--- src/hdl/idm_defines.svh ---
// Address map, reset values and widths of the internal data memory
`ifndef IDM_DEFINES_SVH
`define IDM_DEFINES_SVH
`define IDM_ADDR_W      8
`define IDM_DATA_W      8
`define IDM_DEPTH       256
`define IDM_PC_W        16
`define IDM_STK_RESET   8'h07
`define IDM_BIT_BASE    8'h20
`define IDM_UPPER_BIT   7
`define IDM_BANK_LSB    3
`define IDM_BITPOS_W    3
`define IDM_ONE         8'h01
`define IDM_ZERO        8'h00
`endif

--- src/hdl/idm_pkg.sv ---
// Operation codes and controller states of the internal data memory
package idm_pkg;
    typedef enum logic [3:0] {
        op_dir_rd  = 4'h0,
        op_dir_wr  = 4'h1,
        op_ind_rd  = 4'h2,
        op_ind_wr  = 4'h3,
        op_reg_rd  = 4'h4,
        op_reg_wr  = 4'h5,
        op_bit_rd  = 4'h6,
        op_bit_wr  = 4'h7,
        op_push    = 4'h8,
        op_pop     = 4'h9,
        op_call    = 4'hA,
        op_return  = 4'hB,
        op_stk_wr  = 4'hC
    } idm_op_t;

    typedef enum logic [1:0] {
        st_idle   = 2'b00,
        st_wait   = 2'b01,
        st_second = 2'b11
    } idm_state_t;
endpackage

--- src/hdl/idm_mem_if.sv ---
// Port between the memory controller and the byte array
`timescale 1ns/1ns
`include "idm_defines.svh"
interface idm_mem_if;
    logic                     we;
    logic [`IDM_ADDR_W-1:0]   addr;
    logic [`IDM_DATA_W-1:0]   wdata;
    logic [`IDM_DATA_W-1:0]   rdata;
    modport ctrl (output we, output addr, output wdata, input rdata);
    modport mem  (input we, input addr, input wdata, output rdata);
endinterface

--- src/hdl/idm_ram.sv ---
// Single-port byte array with registered read data
`timescale 1ns/1ns
`include "idm_defines.svh"
module idm_ram #(
    parameter int WIDTH = `IDM_DATA_W,
    parameter int DEPTH = `IDM_DEPTH
) (
    input  wire logic mclk,
    input  wire logic rstn,
    idm_mem_if.mem    port
);
    logic [WIDTH-1:0] mem_q [DEPTH];
    logic [WIDTH-1:0] rdata_r;
    logic [WIDTH-1:0] rdata_nxt;

    if (WIDTH != `IDM_DATA_W || DEPTH != (1 << `IDM_ADDR_W)) begin : g_chk
        $error("idm_ram: size must match the byte address space");
    end

    // Read-before-write: a write returns the old byte
    always_comb begin
        rdata_nxt = mem_q[port.addr];
    end

    // Array is not reset; contents are undefined after power-up
    always_ff @(posedge mclk) begin
        if (port.we) begin
            mem_q[port.addr] <= port.wdata;
        end
    end

    always_ff @(posedge mclk or negedge rstn) begin
        if (!rstn) begin
            rdata_r <= '0;
        end else begin
            rdata_r <= rdata_nxt;
        end
    end

    assign port.rdata = rdata_r;
endmodule

--- src/hdl/idm_core.sv ---
// Internal data memory controller with banks, bit area and stack pointer
//
// How it works
// - 256 bytes, eight-bit address
// - lower half: direct and indirect reach RAM
// - upper half: indirect RAM, direct special space
// - lowest 32 bytes: four banks, status-word select
// - bytes 20h-2Fh hold 128 single bits
// - bit address: byte 20h+upper bits, position low
// - stack pointer resets to 07h
// - push: pointer plus one, then write
// - call or interrupt entry: two bytes, plus two
// - pop minus one; return minus two
// - software may load pointer anywhere
// - no bounds check, no flag
`timescale 1ns/1ns
`include "idm_defines.svh"
module idm_core #(
    parameter int ADDR_W = `IDM_ADDR_W,
    parameter int DATA_W = `IDM_DATA_W
) (
    input  wire logic                    mclk,
    input  wire logic                    rstn,
    input  wire logic                    req_valid,
    input  wire idm_pkg::idm_op_t        req_op,
    input  wire logic [ADDR_W-1:0]       req_addr,
    input  wire logic [DATA_W-1:0]       req_wdata,
    input  wire logic                    req_bit,
    input  wire logic [`IDM_PC_W-1:0]    req_pc,
    input  wire logic                    bank_select_low,
    input  wire logic                    bank_select_high,
    input  wire logic [DATA_W-1:0]       sfs_rdata,
    output logic                         req_ready_r,
    output logic                         rsp_valid_r,
    output logic [DATA_W-1:0]            rsp_data_r,
    output logic                         rsp_bit_r,
    output logic [`IDM_PC_W-1:0]         rsp_pc_r,
    output logic [ADDR_W-1:0]            stack_pointer_r,
    output logic                         sfs_strobe_r,
    output logic                         sfs_we_r,
    output logic [ADDR_W-1:0]            sfs_addr_r,
    output logic [DATA_W-1:0]            sfs_wdata_r
);
    import idm_pkg::*;

    if (ADDR_W != `IDM_ADDR_W || DATA_W != `IDM_DATA_W) begin : g_chk
        $error("idm_core: only an 8-bit address and 8-bit data are served");
    end

    idm_mem_if mem ();

    idm_ram #(
        .WIDTH (DATA_W),
        .DEPTH (1 << ADDR_W)
    ) u_ram (
        .mclk (mclk),
        .rstn (rstn),
        .port (mem)
    );

    function automatic logic [ADDR_W-1:0] bit_byte(input logic [ADDR_W-1:0] a);
        bit_byte = `IDM_BIT_BASE + {`IDM_BITPOS_W'(0), a[ADDR_W-2:`IDM_BITPOS_W]};
    endfunction

    function automatic logic [DATA_W-1:0] put_bit(input logic [DATA_W-1:0] b,
                                                   input logic [`IDM_BITPOS_W-1:0] p,
                                                   input logic v);
        logic [DATA_W-1:0] r;
        r    = b;
        r[p] = v;
        put_bit = r;
    endfunction

    idm_state_t               state_r;
    idm_state_t               state_nxt;
    idm_op_t                  op_r;
    idm_op_t                  op_nxt;
    logic [ADDR_W-1:0]        addr_r;
    logic [ADDR_W-1:0]        addr_nxt;
    logic [`IDM_BITPOS_W-1:0] bitpos_r;
    logic [`IDM_BITPOS_W-1:0] bitpos_nxt;
    logic                     bitval_r;
    logic                     bitval_nxt;
    logic [DATA_W-1:0]        hi_r;
    logic [DATA_W-1:0]        hi_nxt;
    logic                     sfs_sel_r;
    logic                     sfs_sel_nxt;
    logic                     req_ready_nxt;
    logic                     rsp_valid_nxt;
    logic [DATA_W-1:0]        rsp_data_nxt;
    logic                     rsp_bit_nxt;
    logic [`IDM_PC_W-1:0]     rsp_pc_nxt;
    logic [ADDR_W-1:0]        stack_pointer_nxt;
    logic                     sfs_strobe_nxt;
    logic                     sfs_we_nxt;
    logic [ADDR_W-1:0]        sfs_addr_nxt;
    logic [DATA_W-1:0]        sfs_wdata_nxt;
    logic                     mem_we;
    logic [ADDR_W-1:0]        mem_addr;
    logic [DATA_W-1:0]        mem_wdata;
    logic [DATA_W-1:0]        rd_byte;
    logic [ADDR_W-1:0]        stk_inc;
    logic [ADDR_W-1:0]        stk_dec;
    logic [ADDR_W-1:0]        tgt;
    logic                     upper;

    assign mem.we    = mem_we;
    assign mem.addr  = mem_addr;
    assign mem.wdata = mem_wdata;

    always_comb begin
        state_nxt      = state_r;
        op_nxt         = op_r;
        addr_nxt       = addr_r;
        bitpos_nxt     = bitpos_r;
        bitval_nxt     = bitval_r;
        hi_nxt         = hi_r;
        sfs_sel_nxt    = sfs_sel_r;
        stack_pointer_nxt = stack_pointer_r;
        rsp_valid_nxt  = 1'b0;
        rsp_data_nxt   = rsp_data_r;
        rsp_bit_nxt    = rsp_bit_r;
        rsp_pc_nxt     = rsp_pc_r;
        sfs_strobe_nxt = 1'b0;
        sfs_we_nxt     = 1'b0;
        sfs_addr_nxt   = sfs_addr_r;
        sfs_wdata_nxt  = sfs_wdata_r;
        mem_we         = 1'b0;
        mem_addr       = addr_r;
        mem_wdata      = req_wdata;
        rd_byte        = sfs_sel_r ? sfs_rdata : mem.rdata;
        stk_inc        = stack_pointer_r + `IDM_ONE;
        stk_dec        = stack_pointer_r - `IDM_ONE;
        upper          = req_addr[`IDM_UPPER_BIT];
        tgt            = req_addr;
        unique case (req_op)
            op_reg_rd, op_reg_wr: tgt = {`IDM_BITPOS_W'(0), bank_select_high, bank_select_low,
                                         req_addr[`IDM_BANK_LSB-1:0]};
            op_bit_rd, op_bit_wr: tgt = bit_byte(req_addr);
            op_push, op_call:     tgt = stk_inc;
            op_pop, op_return:    tgt = stack_pointer_r;
            default:              tgt = req_addr;
        endcase

        unique case (state_r)
            st_idle: begin
                if (req_valid) begin
                    op_nxt      = req_op;
                    addr_nxt    = tgt;
                    mem_addr    = tgt;
                    bitpos_nxt  = req_addr[`IDM_BITPOS_W-1:0];
                    bitval_nxt  = req_bit;
                    hi_nxt      = req_pc[`IDM_PC_W-1:DATA_W];
                    sfs_sel_nxt = 1'b0;
                    unique case (req_op)
                        op_dir_rd, op_dir_wr: begin
                            // upper half direct leaves for special space
                            if (upper) begin
                                sfs_sel_nxt    = 1'b1;
                                sfs_strobe_nxt = 1'b1;
                                sfs_we_nxt     = (req_op == op_dir_wr);
                                sfs_addr_nxt   = req_addr;
                                sfs_wdata_nxt  = req_wdata;
                            end else if (req_op == op_dir_wr) begin
                                mem_we = 1'b1;
                            end
                            if (req_op == op_dir_rd) begin
                                state_nxt = st_wait;
                            end else begin
                                rsp_valid_nxt = 1'b1;
                            end
                        end
                        op_ind_wr, op_reg_wr: begin
                            mem_we        = 1'b1;
                            rsp_valid_nxt = 1'b1;
                        end
                        op_push: begin
                            mem_we            = 1'b1;
                            stack_pointer_nxt = stk_inc;
                            rsp_valid_nxt     = 1'b1;
                        end
                        op_call: begin
                            mem_we            = 1'b1;
                            mem_wdata         = req_pc[DATA_W-1:0];
                            stack_pointer_nxt = stk_inc;
                            state_nxt         = st_second;
                        end
                        op_pop, op_return: begin
                            stack_pointer_nxt = stk_dec;
                            state_nxt         = st_wait;
                        end
                        op_stk_wr: begin
                            stack_pointer_nxt = req_wdata;
                            rsp_valid_nxt = 1'b1;
                        end
                        default: begin
                            state_nxt = st_wait;
                        end
                    endcase
                end
            end
            st_wait: begin
                state_nxt     = st_idle;
                rsp_valid_nxt = 1'b1;
                rsp_data_nxt  = rd_byte;
                unique case (op_r)
                    op_bit_rd: begin
                        rsp_bit_nxt = rd_byte[bitpos_r];
                    end
                    op_bit_wr: begin
                        mem_we      = 1'b1;
                        mem_wdata   = put_bit(rd_byte, bitpos_r, bitval_r);
                        rsp_bit_nxt = bitval_r;
                    end
                    op_return: begin
                        hi_nxt        = rd_byte;
                        mem_addr      = stack_pointer_r;
                        stack_pointer_nxt = stk_dec;
                        rsp_valid_nxt = 1'b0;
                        state_nxt     = st_second;
                    end
                    default: begin
                        rsp_bit_nxt = rsp_bit_r;
                    end
                endcase
            end
            st_second: begin
                state_nxt     = st_idle;
                rsp_valid_nxt = 1'b1;
                if (op_r == op_call) begin
                    mem_we    = 1'b1;
                    mem_addr  = stk_inc;
                    mem_wdata = hi_r;
                    stack_pointer_nxt = stk_inc;
                end else begin
                    rsp_pc_nxt = {hi_r, mem.rdata};
                end
            end
            default: begin
                state_nxt = st_idle;
            end
        endcase
        req_ready_nxt = (state_nxt == st_idle);
    end

    always_ff @(posedge mclk or negedge rstn) begin
        if (!rstn) begin
            state_r         <= st_idle;
            op_r            <= op_dir_rd;
            addr_r          <= `IDM_ZERO;
            bitpos_r        <= '0;
            bitval_r        <= 1'b0;
            hi_r            <= `IDM_ZERO;
            sfs_sel_r       <= 1'b0;
            req_ready_r     <= 1'b1;
            rsp_valid_r     <= 1'b0;
            rsp_data_r      <= `IDM_ZERO;
            rsp_bit_r       <= 1'b0;
            rsp_pc_r        <= '0;
            stack_pointer_r <= `IDM_STK_RESET;
            sfs_strobe_r    <= 1'b0;
            sfs_we_r        <= 1'b0;
            sfs_addr_r      <= `IDM_ZERO;
            sfs_wdata_r     <= `IDM_ZERO;
        end else begin
            state_r         <= state_nxt;
            op_r            <= op_nxt;
            addr_r          <= addr_nxt;
            bitpos_r        <= bitpos_nxt;
            bitval_r        <= bitval_nxt;
            hi_r            <= hi_nxt;
            sfs_sel_r       <= sfs_sel_nxt;
            req_ready_r     <= req_ready_nxt;
            rsp_valid_r     <= rsp_valid_nxt;
            rsp_data_r      <= rsp_data_nxt;
            rsp_bit_r       <= rsp_bit_nxt;
            rsp_pc_r        <= rsp_pc_nxt;
            stack_pointer_r <= stack_pointer_nxt;
            sfs_strobe_r    <= sfs_strobe_nxt;
            sfs_we_r        <= sfs_we_nxt;
            sfs_addr_r      <= sfs_addr_nxt;
            sfs_wdata_r     <= sfs_wdata_nxt;
        end
    end
endmodule

--- config.mk ---
export PLATFORM = sky130hd
export DESIGN_NAME = idm_core
export DESIGN_NICKNAME = d
export VERILOG_FILES = /design/src/hdl/idm_pkg.sv /design/src/hdl/idm_mem_if.sv /design/src/hdl/idm_ram.sv /design/src/hdl/idm_core.sv
export VERILOG_INCLUDE_DIRS = /design/src /design/src/hdl
export SDC_FILE = /design/constraint.sdc
export NUM_CORES = 2
export LEC_CHECK = 0
export CORE_UTILIZATION = 50
export DETAILED_ROUTE_END_ITERATION = 10
export DONT_BUFFER_PORTS = 1
export PLACE_DENSITY_LB_ADDON = 0.15
export SETUP_SLACK_MARGIN = 0.02
export SYNTH_ARGS = -nofsm -noshare
export SYNTH_HDL_FRONTEND = slang
export SYNTH_SLANG_ARGS = --single-unit
--- constraint.sdc ---
create_clock -name mclk -period 11.2 [get_ports mclk]
set_input_delay 0.56 -clock mclk [delete_from_list [all_inputs] [get_ports mclk]]
set_output_delay 0.56 -clock mclk [all_outputs]
set_load 0.01 [all_outputs]
; ---- Word level (Yosys, flattened, before mapping)
; Memories as Yosys holds them, arrays and structs flattened. A register that Yosys moved wholly into a read port is not among the register bits.
; Index checks and enable logic that the tools add are counted.
[word_totals]
ff_bits = 80
latchBits = 0
mem_bits_rw = 2048
romBits = 0
out_inout_bits = 53
word_cells = 118
memories = 1
[classes]
addsub = 3
mul = 0
div_mod_pow = 0
order_cmp = 2
n_eq_ne = 21
shift = 0
muxes = 52
n_bitwise = 1
reduce_logical = 21
[memory_table]
columns = name, depth, width, rd, rd_clocked_by_memory_dff, wr, line
row1 = u_ram.mem_q, 256, 8, 1, 1, 1, idm_ram.sv:12  ; logic [WIDTH-1:0] mem_q [DEPTH];
[ops]
columns = op, n
row1 = 8-bit 2-to-1 mux, 13
row2 = 8-bit case mux with 3 select lines, 4
row3 = 8-bit case mux with 4 select lines, 1
row4 = "4-bit == test, second input constant", 7
row5 = "4-bit by 3-bit == test with 1-bit output, second input constant", 6
row6 = 1-bit 2-to-1 mux, 20
row7 = 8-bit case mux with 2 select lines, 1
row8 = 2-bit OR reduction, 5
row9 = "8-bit by 1-bit adder with 8-bit output, second input constant", 1
row10 = 8-bit bitwise mux, 1
row11 = 4-bit OR reduction, 2
row12 = "8-bit by 1-bit subtractor with 8-bit output, second input constant", 1
row13 = "6-bit by 4-bit adder with 7-bit output, first input constant", 1
row14 = 2-bit 2-to-1 mux, 3
row15 = 1-bit case mux with 2 select lines, 3
row16 = 1-bit case mux with 3 select lines, 2
row17 = 2-bit case mux with 3 select lines, 1
row18 = 2-bit AND reduction, 3
row19 = 5-bit AND reduction, 1
row20 = "4-bit by 1-bit == test with 1-bit output, second input constant", 1
row21 = "4-bit by 2-bit == test with 1-bit output, second input constant", 1
row22 = 2-bit logical NOT, 2
row23 = 4-bit logical NOT, 1
row24 = "3-bit by 4-bit less-than comparator with 1-bit output, second input constant", 1
row25 = other kinds (16), 18

; ---- Longest topological paths before layout
[depth]
depth_word = 8
mapped_depth = 19
depth_no_buf = 13

; ---- Hierarchy
; Synthesis repeated with hierarchy kept, for this count alone.
[hier_totals]
hier_cells = 4062
hier_area_um2 = 83227.3
[modules_own_cells]
columns = mod, n_inst, cells_each, area_each_um2, seq_area_each_um2
row1 = idm_ram, 1, 3546, 78492.8, 61699.2
row2 = idm_core, 1, 516, 4734.5, 2006.9

; ---- Worst setup path after synthesis
; Ideal clock, no wire load.
[synth_timing]
path_kind = reg2reg
from = register state_r[1]
to = memory u_ram.mem_q[0][0] (netlist name), data pin
setup_ns = 1.533
t_arrival_ns = 7.959
required_ns = 9.667
setup_slack_ns = 1.709
stages_incl_launch_ff = 6
synth_period_minus_slack_ns = 9.491
path_cell_list = dfrtp_1 buf_2 nand2b_1 nor3_1 nand2_1 o211ai_1
[synth_via]
elab_chain_len = 2
elab_cells_between_ends = 4
classes_between = eq/ne: 2 / mux: 1 / reduce/logical: 1
[synth_rtl]
columns = element, line
row1 = from (decl), idm_core.sv:74  ; idm_state_t state_r;
row2 = from (signal assigned), idm_core.sv:248  ; state_r <= st_idle;
row3 = from (signal assigned), idm_core.sv:266  ; state_r <= state_nxt;
row4 = "2-bit == test, or another cell as far along", idm_core.sv:145  ; unique case (state_r)
row5 = 8-bit case mux with 3 select lines (*), idm_core.sv:145
row6 = net mem.wdata[0], idm_mem_if.sv:7  ; logic [`IDM_DATA_W-1:0] wdata;
row7 = to (decl), idm_ram.sv:12
; Mark *: on every way through the listed nets, which the timed path passes. The rest lies on a longest branch.

; ---- Worst setup path after layout
[layout_timing]
from = register state_r[0]
to = register u_ram.rdata_r[0] (netlist: u_ram.port.rdata[0]) (read register of u_ram.mem_q)
[layout_via]
elab_chain_len = 2
elab_cells_between_ends = 4
classes_between = eq/ne: 2 / mux: 1 / reduce/logical: 1
[layout_rtl]
columns = element, line
row1 = "2-bit == test, or another cell as far along", idm_core.sv:145
row2 = 8-bit case mux with 3 select lines (*), idm_core.sv:145
row3 = to (decl), idm_ram.sv:13  ; logic [WIDTH-1:0] rdata_r;
; Every way passes the cells marked *; elsewhere a longest branch is shown, timed or not.
; A chain may end at the register's enable or synchronous reset.

==> summary.txt <==
Routing
  – Via count: 58200
  – DRT Pass-1 Iters: 7
  – Routed Antenna Nets: 0
  – DR vias/cell: 6.33
  – Drt total wl: 282 mm
  – Avg WL per Cell: 30.6 um
  – DRC Markers: 0
  – Drt initial violations: 8761

Floorplan
  – Rows: 152
  – Core area: 0.172 mm2
  – Die ar.: 0.176 mm2
  – Die width: 419 um
  – Die height: 419 um
  – I/O pin total: 103
  – Starting Density: 0.505

Critical path
  – WS Path Type: flop to flop
  – CP Data Arrival Time: 7800 ps
  – CP Capture Type: flop
  – CP Launch Type: flop
  – CP Max Fanout: 158
  – Worst Path Required: 11920 ps

Global route
  – Largest net degree at the start of global routing: 209
  – Gr usage total: 0.318
  – Initial antenna violation count: 15
  – First-pass GRT wire length: 400 mm
  – Vias in the first global route: 53700
  – Grt ovf: 0

Pwr
  – Clock power frac: 0.338
  – Seq pwr share: 0.441
  – P_int: 14.0 mW
  – Pleak: 32.3 nW
  – Switching power: 6.78 mW
  – Switching Fraction: 0.326
  – Power Density: 217 mW/mm2
  – Comb power frac: 0.221
  – Maximum vdd drop: 0.160 mV
  – Total Power: 20.8 mW

Yosys
  – Synth warn: 0
  – Number of synthesized flops with an enable pin: 2048
  – Mapped Avg Cell Area: 12.8 um2
  – Synth async-reset ratio: 0.0412
  – Synth cell types: 79
  – Top_reg_cell synth: edfxtp_1
  – Post-synth top area share: 0.707
  – Top post-synthesis cells by area: edfxtp_1 (71%), nand2_1 (8.2%), nand3_1 (4.9%), dfrtp_1 (2.4%), mux2i_1 (1.6%)
  – Syn_nets: 6842
  – Synth area leader: edfxtp_1
  – Synth Register Bits: 2136
  – Netlist Area Pre-Place: 0.0870 mm2
  – Post-Synthesis Cells: 6786
  – Seq/Total Area, Yosys: 0.732

Clock tree
  – Setup bufs post-CTS: 0
  – CTS buffer count: 214
  – CTS tree: built
  – CTS sink count: 2136
  – Skew-Pair Late Insertion Delay: 870 ps
  – CTS root buffer: clkbuf_16
  – Reg clk slew, reported paths: 70 ps
  – Worst-case clock buffer depth: 3
  – Depth of the CTS H-tree: 4

Timing
  – Slew @ Worst Pin: 1410 ps
  – Final Setup Violations: 0
  – Fin crit period: 7080 ps
  – Max Fclk: 0.141 GHz
  – Crit share post-route: 0.632
  – Setup TNS: 0 ps
  – Slew Viols, Final: 0
  – Skew final: 39.7 ps
  – RSZ-0062 raised after global routing: false
  – Hold_ws: 47.4 ps
  – Hold Vio Cnt, Final: 0
  – Max-slew headroom: 0.0552
  – Slack of the critical path: 4120 ps

Run status
  – Outcome: complete, no violations

Placement
  – Dpl cells: 8766
  – DP Worst Slack: 4370 ps
  – GP Congestion: 0.928
  – DP Wirelength: 162 mm
  – Port bufs: 0
  – Placement Cell Area: 0.0890 mm2

Final layout
  – Nets@finish: 6758
  – Final Util: 0.558
  – Design area: 0.0961 mm2
  – Area Overhead vs Synth: 10.5%
  – Post-route insts no fill: 9200
  – Ratio of cells with drive above 1 in the final layout: 0.0724
  – Most common cell after layout, fill and taps aside: edfxtp_1
  – Commonest non-fill, non-tap cells in the layout: edfxtp_1 (2048), nand2_1 (1893), nand3_1 (853), nor2_1 (318), clkbuf_16 (217)

Job
  – Maxcap violations: 0

Min path
  – Hold Path Class: input port to flop
[path summary, 6_finish.rpt]
check,from,slack (ps),cells after the start,endpoint
worst max-delay path,state_r[0]$_DFF_PN0_,4120,12,u_ram.port.rdata[0]$_DFF_PN0_
worst min-delay path,req_wdata[4],50,4,stack_pointer_r[4]$_DFFE_PN0P_
worst max register to register,state_r[0]$_DFF_PN0_,4120,12,u_ram.port.rdata[0]$_DFF_PN0_
worst min register to register,addr_r[6]$_DFFE_PN0P_,470,2,addr_r[6]$_DFFE_PN0P_
max in group asynchronous,rstn,10420,2,u_ram.port.rdata[3]$_DFF_PN0_
min in group asynchronous,rstn,260,2,sfs_strobe_r$_DFF_PN0_
[state kept, by name, summed over array words and instances, names as in the netlist]
signal            count
stack_pointer_r       8
state_r               2
addr_r                8
req_ready_r           1
sfs_wdata_r           8
sfs_we_r              1
hi_r                  8
op_r                  4
sfs_addr_r            8
rsp_bit_r             1
sfs_strobe_r          1
u_ram.mem_q        2048
rsp_data_r            8
bitpos_r              3
rsp_pc_r             16
sfs_sel_r             1
bitval_r              1
u_ram.port.rdata      8
rsp_valid_r           1
[cell type report]
type,count,area [um2]
diodes,9,22.5
clock buffers,272,5650
clock inverters,123,1130
fillers,14000,76200
inverters,9,33.8
multi-input cells,4181,21100
flip-flops and latches,2136,63700
well taps,2310,2890
repair buffers,160,1580
[worst max-delay path: stages, from the launching register on]
cell and delay [ps]:
dfrtp_1 680, nand4b_1 350, a21oi_1 400, o22a_2 960
and2_4 730, buf_12 540, buf_4 720, nand3_1 150
a32oi_1 290, a31oi_1 110, nor4_1 1110, o21ai_1 80
or4_1 450
[per-layer routing]
metal	vias up	share of wire	GRT usage
met3	589	0.11	0.0750
li1	24800	-	-
met1	29300	0.40	0.450
met2	3500	0.44	0.468
met4	22	0.048	0.142
met5	-	0.00052	0
[cell usage after synthesis (5+ instances only)]
cell,number
clkbuf_1,99
a22oi_1,16
nor3_1,33
buf_2,279
a311oi_1,87
nor2_1,326
or2_2,6
o31ai_1,5
ha_1,6
o41ai_1,5
buf_4,46
o2111ai_1,8
nand4_1,50
o21ai_0,51
nand2b_1,10
buf_6,9
o21a_1,8
inv_1,9
nor3b_1,6
nor2b_1,8
o21ai_1,5
and2_1,7
o22ai_1,13
and3_1,111
nor2_2,10
a21o_1,7
a211oi_1,58
nor4_1,18
a221oi_1,16
a21oi_1,88
mux2_2,38
dfrtp_1,84
a32oi_1,84
mux2i_1,143
a31oi_1,113
nand3_1,854
nand2_1,1893
edfxtp_1,2048
buf_1,27
nand4b_1,6
o211ai_1,13
[logic make-up after synthesis]
kind of cell | synth area share
compound gates | 0.0520
xor+xnor | 0.000704
fa+ha+maj | 0.000863
buf+inv | 0.0270
flops | 0.732
mux | 0.0219
simple gates | 0.166
[power groups by stage]
stage	logic, mW	registers (mW)	clock network, mW
floorplan	2.70	9.30	0
global placement	4.43	9.34	0
detailed placement	4.45	9.34	0
CTS	4.49	9.17	7.07
global route	4.79	9.18	7.38
finish	4.61	9.18	7.03
[timing repair]
action                                 4_1_cts  5_1_grt
hold buffers                                30        0
resized for setup                            0        0
endpoints found under the hold margin      126        0
Note: power is estimated with default switching activity, not from simulation.
